**src/verilog/cdie_defs.vh**
```
// Offsets, field positions and reset values of the capture interrupt enable group
`ifndef CDIE_DEFS_VH
`define CDIE_DEFS_VH
`define CDIE_ADDR_W         12
`define CDIE_OFF_ENABLE     12'h14C
`define CDIE_OFF_STATUS     12'h148
`define CDIE_RST_ENABLE     32'h00000000
`define CDIE_RST_STATUS     32'h00000000
`define CDIE_F_IN2_PB_HI    31
`define CDIE_F_IN2_PB_LO    28
`define CDIE_F_IN2_PA_HI    27
`define CDIE_F_IN2_PA_LO    12
`define CDIE_F_IN1_PB_RGB   11
`define CDIE_F_IN1_PA_RGB   10
`define CDIE_F_IN1_PB_CHR   9
`define CDIE_F_IN1_PB_LUM   8
`define CDIE_F_IN1_PA_CHR   7
`define CDIE_F_IN1_PA_LUM   6
`define CDIE_F_IN1_ANC_HI   5
`define CDIE_F_IN1_ANC_LO   0
`define CDIE_RESP_OKAY      2'h0
`define CDIE_RESP_SLVERR    2'h2
`endif

```
**src/verilog/cdie_top.v**
```verilog
// Capture DMA interrupt enable group three with status flags and AXI4-Lite slave
//
// Chosen here: the AXI4-Lite interface to the registers.
`timescale 1ns/1ps
`include "cdie_defs.vh"

// Operation
// - Enable register at 14Ch, 32 bits, read-write, cleared by reset.
// - Enabled channel completion drives interrupt line three; disabled bit blocks it.
// - Bits 31..28 enable input two port B multi-source channels 3..0.
// - Bits 27..12 enable input two port A multi-source channels 15..0.
// - Bit 11 input one port B RGB, bit 10 port A RGB.
// - Bits 9..6 input one port B chroma, B luma, A chroma, A luma.
// - Bits 5..0 enable input one port B ancillary channels 15..10.
// - Completion sets status flag; held until software writes one to clear.
module cdie_top (
   ref_clk,
   rst,
   s_axi_awaddr,
   s_axi_awvalid,
   s_axi_awready,
   s_axi_wdata,
   s_axi_wstrb,
   s_axi_wvalid,
   s_axi_wready,
   s_axi_bresp,
   s_axi_bvalid,
   s_axi_bready,
   s_axi_araddr,
   s_axi_arvalid,
   s_axi_arready,
   s_axi_rdata,
   s_axi_rresp,
   s_axi_rvalid,
   s_axi_rready,
   done_in2_pb_multi,
   done_in2_pa_multi,
   done_in1_pb_rgb,
   done_in1_pa_rgb,
   done_in1_pb_chroma,
   done_in1_pb_luma,
   done_in1_pa_chroma,
   done_in1_pa_luma,
   done_in1_pb_anc,
   capture_dma_irq_line3
);
   input  wire                     ref_clk;
   input  wire                     rst;
   input  wire [`CDIE_ADDR_W-1:0]  s_axi_awaddr;
   input  wire                     s_axi_awvalid;
   output reg                      s_axi_awready;
   input  wire [31:0]              s_axi_wdata;
   input  wire [3:0]               s_axi_wstrb;
   input  wire                     s_axi_wvalid;
   output reg                      s_axi_wready;
   output reg  [1:0]               s_axi_bresp;
   output reg                      s_axi_bvalid;
   input  wire                     s_axi_bready;
   input  wire [`CDIE_ADDR_W-1:0]  s_axi_araddr;
   input  wire                     s_axi_arvalid;
   output reg                      s_axi_arready;
   output reg  [31:0]              s_axi_rdata;
   output reg  [1:0]               s_axi_rresp;
   output reg                      s_axi_rvalid;
   input  wire                     s_axi_rready;
   input  wire [3:0]               done_in2_pb_multi;
   input  wire [15:0]              done_in2_pa_multi;
   input  wire                     done_in1_pb_rgb;
   input  wire                     done_in1_pa_rgb;
   input  wire                     done_in1_pb_chroma;
   input  wire                     done_in1_pb_luma;
   input  wire                     done_in1_pa_chroma;
   input  wire                     done_in1_pa_luma;
   input  wire [5:0]               done_in1_pb_anc;
   output reg                      capture_dma_irq_line3;

   // ==================================================================
   // Byte-lane merge
   function [31:0] strb_merge;
      input [31:0] old_v;
      input [31:0] new_v;
      input [3:0]  strb;
      integer      i;
      begin
         strb_merge = old_v;
         for (i = 0; i < 4; i = i + 1) begin
            if (strb[i]) begin
               strb_merge[i*8 +: 8] = new_v[i*8 +: 8];
            end
         end
      end
   endfunction

   // ==================================================================
   // Register decode
   localparam [`CDIE_ADDR_W-1:0] OFF_ENABLE = `CDIE_OFF_ENABLE;
   localparam [`CDIE_ADDR_W-1:0] OFF_STATUS = `CDIE_OFF_STATUS;
   localparam [1:0]              SEL_NONE   = 2'h0;
   localparam [1:0]              SEL_ENABLE = 2'h1;
   localparam [1:0]              SEL_STATUS = 2'h2;

   function [1:0] reg_sel;
      input [`CDIE_ADDR_W-1:0] addr;
      begin
         if (addr[`CDIE_ADDR_W-1:2] == OFF_ENABLE[`CDIE_ADDR_W-1:2]) begin
            reg_sel = SEL_ENABLE;
         end else if (addr[`CDIE_ADDR_W-1:2] == OFF_STATUS[`CDIE_ADDR_W-1:2]) begin
            reg_sel = SEL_STATUS;
         end else begin
            reg_sel = SEL_NONE;
         end
      end
   endfunction

   // ==================================================================
   // Event vector in enable-bit order
   wire [31:0] evt;
   assign evt[`CDIE_F_IN2_PB_HI:`CDIE_F_IN2_PB_LO] = done_in2_pb_multi;
   assign evt[`CDIE_F_IN2_PA_HI:`CDIE_F_IN2_PA_LO] = done_in2_pa_multi;
   assign evt[`CDIE_F_IN1_PB_RGB] = done_in1_pb_rgb;
   assign evt[`CDIE_F_IN1_PA_RGB] = done_in1_pa_rgb;
   assign evt[`CDIE_F_IN1_PB_CHR] = done_in1_pb_chroma;
   assign evt[`CDIE_F_IN1_PB_LUM] = done_in1_pb_luma;
   assign evt[`CDIE_F_IN1_PA_CHR] = done_in1_pa_chroma;
   assign evt[`CDIE_F_IN1_PA_LUM] = done_in1_pa_luma;
   assign evt[`CDIE_F_IN1_ANC_HI:`CDIE_F_IN1_ANC_LO] = done_in1_pb_anc;

   // ==================================================================
   // Write channel capture
   reg                     aw_have_q;
   reg [`CDIE_ADDR_W-1:0]  aw_addr_q;
   reg                     w_have_q;
   reg [31:0]              w_data_q;
   reg [3:0]               w_strb_q;
   reg [31:0]              enable_q;
   reg [31:0]              status_q;
   reg [31:0]              enable_d;
   reg [31:0]              status_d;
   reg [1:0]               wr_resp_d;
   wire                    wr_go;

   assign wr_go = aw_have_q && w_have_q && !s_axi_bvalid;

   always @* begin
      enable_d  = enable_q;
      wr_resp_d = `CDIE_RESP_OKAY;
      status_d  = status_q;
      if (wr_go) begin
         if (reg_sel(aw_addr_q) == SEL_ENABLE) begin
            enable_d = strb_merge(enable_q, w_data_q, w_strb_q);
         end else if (reg_sel(aw_addr_q) == SEL_STATUS) begin
            status_d = status_q & ~strb_merge(32'h00000000, w_data_q, w_strb_q);
         end else begin
            wr_resp_d = `CDIE_RESP_SLVERR;
         end
      end
      status_d = status_d | evt;
   end

   always @(posedge ref_clk or posedge rst) begin
      if (rst) begin
         aw_have_q     <= 1'b0;
         aw_addr_q     <= {`CDIE_ADDR_W{1'b0}};
         w_have_q      <= 1'b0;
         w_data_q      <= 32'h00000000;
         w_strb_q      <= 4'h0;
         s_axi_awready <= 1'b0;
         s_axi_wready  <= 1'b0;
         s_axi_bvalid  <= 1'b0;
         s_axi_bresp   <= `CDIE_RESP_OKAY;
         enable_q      <= `CDIE_RST_ENABLE;
         status_q      <= `CDIE_RST_STATUS;
      end else begin
         s_axi_awready <= !aw_have_q && !(s_axi_awvalid && s_axi_awready);
         s_axi_wready  <= !w_have_q && !(s_axi_wvalid && s_axi_wready);
         if (s_axi_awvalid && s_axi_awready) begin
            aw_have_q <= 1'b1;
            aw_addr_q <= s_axi_awaddr;
         end
         if (s_axi_wvalid && s_axi_wready) begin
            w_have_q <= 1'b1;
            w_data_q <= s_axi_wdata;
            w_strb_q <= s_axi_wstrb;
         end
         if (wr_go) begin
            aw_have_q    <= 1'b0;
            w_have_q     <= 1'b0;
            s_axi_bvalid <= 1'b1;
            s_axi_bresp  <= wr_resp_d;
         end else if (s_axi_bvalid && s_axi_bready) begin
            s_axi_bvalid <= 1'b0;
         end
         enable_q <= enable_d;
         status_q <= status_d;
      end
   end

   // ==================================================================
   // Read channel
   always @(posedge ref_clk or posedge rst) begin
      if (rst) begin
         s_axi_arready <= 1'b0;
         s_axi_rvalid  <= 1'b0;
         s_axi_rdata   <= 32'h00000000;
         s_axi_rresp   <= `CDIE_RESP_OKAY;
      end else begin
         s_axi_arready <= !s_axi_rvalid && !(s_axi_arvalid && s_axi_arready);
         if (s_axi_arvalid && s_axi_arready) begin
            s_axi_rvalid <= 1'b1;
            s_axi_rresp  <= `CDIE_RESP_OKAY;
            if (reg_sel(s_axi_araddr) == SEL_ENABLE) begin
               s_axi_rdata <= enable_q;
            end else if (reg_sel(s_axi_araddr) == SEL_STATUS) begin
               s_axi_rdata <= status_q;
            end else begin
               s_axi_rdata <= 32'h00000000;
               s_axi_rresp <= `CDIE_RESP_SLVERR;
            end
         end else if (s_axi_rvalid && s_axi_rready) begin
            s_axi_rvalid <= 1'b0;
         end
      end
   end

   // ==================================================================
   // Interrupt line
   always @(posedge ref_clk or posedge rst) begin
      if (rst) begin
         capture_dma_irq_line3 <= 1'b0;
      end else begin
         capture_dma_irq_line3 <= |(status_q & enable_q);
      end
   end
endmodule
```
**config.mk**
```make
export PLATFORM = sky130hd
export DESIGN_NAME = cdie_top
export DESIGN_NICKNAME = d
export VERILOG_FILES = /design/src/verilog/cdie_top.v
export VERILOG_INCLUDE_DIRS = /design/src /design/src/verilog
export SDC_FILE = /design/constraint.sdc
export NUM_CORES = 1
export LEC_CHECK = 0
export BUFFER_PORTS_ARGS = -buffer_cell sky130_fd_sc_hd__buf_2
export CORE_MARGIN = 2
export CORE_UTILIZATION = 56
export CTS_BUF_LIST = sky130_fd_sc_hd__clkbuf_4 sky130_fd_sc_hd__clkbuf_8
export DETAILED_ROUTE_END_ITERATION = 8
export HOLD_SLACK_MARGIN = 0.08
export PLACE_DENSITY = 0.9
export SYNTH_ARGS = -nofsm -noshare
export SYNTH_HDL_FRONTEND = slang
export SYNTH_SLANG_ARGS = --single-unit
```
**constraint.sdc**
```tcl
create_clock -name ref_clk -period 10.65 [get_ports ref_clk]
set_input_delay 1.065 -clock ref_clk [delete_from_list [all_inputs] [get_ports ref_clk]]
set_output_delay 1.065 -clock ref_clk [all_outputs]
set_load 0.01 [all_outputs]
```
==> reports/qor.yml <==
outcome:
  status: "finished, final reports clean"
synth:
  yosys_register_bits: 152
  syn_inst: 505
  synth_fa_ha_area_frac: 0
  synth_top_family_by_area: "multiplexers"
  yosysSeqAreaShare: 0.598
  synth.mux.area_fraction: 0.188
  synth_cell_types: 32
  synth_compound_gate_area_share: 0.0802
  synth_edf_count: 0
  synth_area_mm2: 0.00636
  yosys.area_share.simple: 0.100
  syn_avg_cell_area_um2: 12.6
  synth_xor_area_frac: 0
  yosys_warnings: 0
  async_reset_ff_frac: 1.00
  synth_top_flop_cell: "dfrtp_1"
timing:
  setup_violations: 0
  fin_crit_ns: 2.75
  setup_tns_ns: 0
  skew_ns: 0.00876
  finalHoldViolations: 0
  rsz0062_at_grt: "false"
  max_freq_mhz: 364
  worst_pin_slew_ns: 1.08
  max-slew-margin-rel: 0.283
  period_share: 0.258
  slew_viol_final: 0
detailed_routing:
  wl_um: 14700
  ant_nets: 0
  drt_iter0_drc: 289
  viasPerCell: 5.61
  drcViolationCount: 0
  firstDrtPassIters: 4
  routed-via-count: 4468
  wl_per_cell_um: 18.4
setup_path:
  cp_top_family: "simple AND/OR/NAND/NOR gates"
  crit_type: "reg -> reg"
  reg2reg_depth: 3
  rr_endpoint: "enable_q[18]"
  crit_buf_inv: 0
  path_max_fanout: 9
  worstPathRequired_ns: 10.98
  crit_chain: "nand4bb_1, nor4_4, mux2_2"
  endpoint: "enable_q[18]"
  cp.arrival_ns: 3.08
  r2r_slack_ns: 7.90
  critical_path.endpoint_type: "register"
  timing.rr.start: "aw_addr_q[9]"
  crit_path_max_incr_delay_ns: 1.04
  crit_slowest_cell: "nor4_4"
  setup.worst_path.start: "aw_addr_q[9]"
  start_kind: "register"
  crit_cells: 3
floorplanning:
  initial_utilization: 0.579
  pin_count: 141
  fp-row-count: 38
  core-area_mm2: 0.0110
  die_w_um: 111
  die_area_mm2: 0.0122
  die-height_um: 111
min_path:
  hold_depth: 1
  min_path_type: "reg -> reg"
cts:
  root_buffer: "clkbuf_8"
  h-tree-depth: 4
  cts.path.max_buffers: 2
  post_cts_buffers: 0
  postCtsResizedCells: 0
  clkLatencyLatePin_ns: 0.45
  holdBufCountCts: 0
  cts_tree: "yes"
  path_clk_slew_ns: 0.08
  cts.sinks: 152
  numCtsBuffers: 17
place:
  gp_congestion: 0.791
  hpwl_um: 10000
  portBuffers: 134
power:
  p_leak_nw: 3.71
  ir_drop_v: 0.000172
  pwr_density_cell_mw_per_mm2: 198
layout:
  ff_latch_area_mm2: 0.00380
  fill_cells: 772
  final_core_util: 0.690
  fin_nets: 743
  multi_input_area_mm2: 0.00236
  layout-drive-gt1-share: 0.392
  area_growth_pct: 19.2
global_routing:
  grt_pass1_vias: 4812
  grt_overflow: 0
  grt_start_max_net_pins: 78
  antenna_found_initial: 0
  grt_pass1_wl_um: 23900
  track_usage: 0.251
flow_run:
  max_cap_violations: 0
how the worst min path moves through the flow:
stage                  from             to  slack [ns]
2_1_floorplan      w_have_q   s_axi_wready        0.43
3_3_place_gp   s_axi_rvalid  s_axi_arready        0.43
3_5_place_dp   s_axi_rvalid  s_axi_arready        0.44
4_1_cts        w_data_q[29]   status_q[29]        0.47
5_1_grt        w_data_q[29]   status_q[29]        0.49
6_report        w_data_q[8]    status_q[8]        0.47
flip-flops by register name (all words and copies together) (netlist names):
signal / flops
aw_addr_q: 10
aw_have_q: 1
capture_dma_irq_line3: 1
enable_q: 32
s_axi_arready: 1
s_axi_awready: 1
s_axi_bresp: 1
s_axi_bvalid: 1
s_axi_rdata: 32
s_axi_rresp: 1
s_axi_rvalid: 1
s_axi_wready: 1
status_q: 32
w_data_q: 32
w_have_q: 1
w_strb_q: 4
worst reg2reg max path, stage by stage, from the launching register on:
cell and delay (ns):
dfrtp_1 0.38, nand4bb_1 0.80, nor4_4 1.04, mux2_2 0.42
cells in the mapped netlist (2+ instances only):
master / number / share of area
a21oi_1: 2 / 0.0016
a22oi_1: 16 / 0.019
a31oi_1: 31 / 0.030
buf_1: 3 / 0.0018
buf_2: 2 / 0.0016
buf_4: 3 / 0.0035
clkbuf_1: 10 / 0.0059
dfrtp_1: 152 / 0.60
inv_1: 34 / 0.020
mux2_1: 2 / 0.0035
mux2_2: 76 / 0.13
mux2i_1: 32 / 0.050
nand2_1: 35 / 0.021
nand4_1: 5 / 0.0049
nor2_1: 39 / 0.023
nor4_4: 7 / 0.023
nor4b_1: 2 / 0.0028
o21ai_0: 34 / 0.027
or4b_2: 4 / 0.0063
or4bb_1: 4 / 0.0071
metrics by stage:
| step | setup slack, ns | cells | cell area [um2] | total power [mW] | hold WS, ns |
|---|---|---|---|---|---|
| 4_1_cts | 7.88 | 795 | 7580 | 1.51 | 0.466 |
| 5_1_grt | 7.80 | 795 | 7580 | 1.57 | 0.489 |
| 6_report | 7.90 | 796 | 7580 | 1.50 | 0.472 |
| 3_5_place_dp | 7.87 | 765 | 7160 | 1.05 | 0.443 |
| 3_3_place_gp | 7.97 | 765 | 7160 | 1.02 | 0.434 |
| 2_1_floorplan | 5.49 | 506 | 6370 | 0.958 | 0.427 |
logic make-up after synthesis:
logic type | count (synthesis)
AND/OR/NAND/NOR | 105
AO/OA/AOI/OAI | 85
buffers and inverters | 52
flip-flops | 152
other | 1
multiplexers | 110
layout by cell type, fill, tap and decap left out, types with 2 or more instances in the layout:
master      netlist  final
dfrtp_1         152    152
buf_2             2    134
mux2_2           76     76
nor2_1           39     39
nand2_1          35     34
o21ai_0          34     34
inv_1            34     33
mux2i_1          32     32
a31oi_1          31     31
clkbuf_8          0     18
a22oi_1          16     16
nor4_4            7      7
nand4_1           5      5
or4bb_1           4      4
or4b_2            4      4
bufinv_16         0      4
clkbuf_4          0      3
clkinv_2          0      3
buf_4             3      3
nor4b_1           2      2
a21oi_1           2      2
mux2_1            2      2
conb_1            1      2
clkinvlp_4        0      2
power by group:
part,switching (mW),internal (mW)
registers,0.0846,0.683
logic,0.129,0.138
clock network,0.199,0.265
total,0.412,1.09
layout make-up:
cell class / instances / area share
Inverter: 34 / 0.0175
Sequential cell: 152 / 0.502
Antenna cell: 1 / 0.000330
Timing Repair Buffer: 137 / 0.0914
Multi-Input combinational cell: 302 / 0.311
Clock inverter: 9 / 0.0198
Tap cell: 140 / 0.0231
Clock buffer: 21 / 0.0356
layer usage:
| metal | track usage | wire length (um) | up-vias |
|---|---|---|---|
| met2 | 0.424 | 7490 | 149 |
| met4 | 0.104 | 422 | 0 |
| met3 | 0.0746 | 851 | 36 |
| li1 | - | - | 2061 |
| met5 | 0 | 0 | - |
| met1 | 0.301 | 5890 | 2222 |
(Power assumes the default switching activity.)
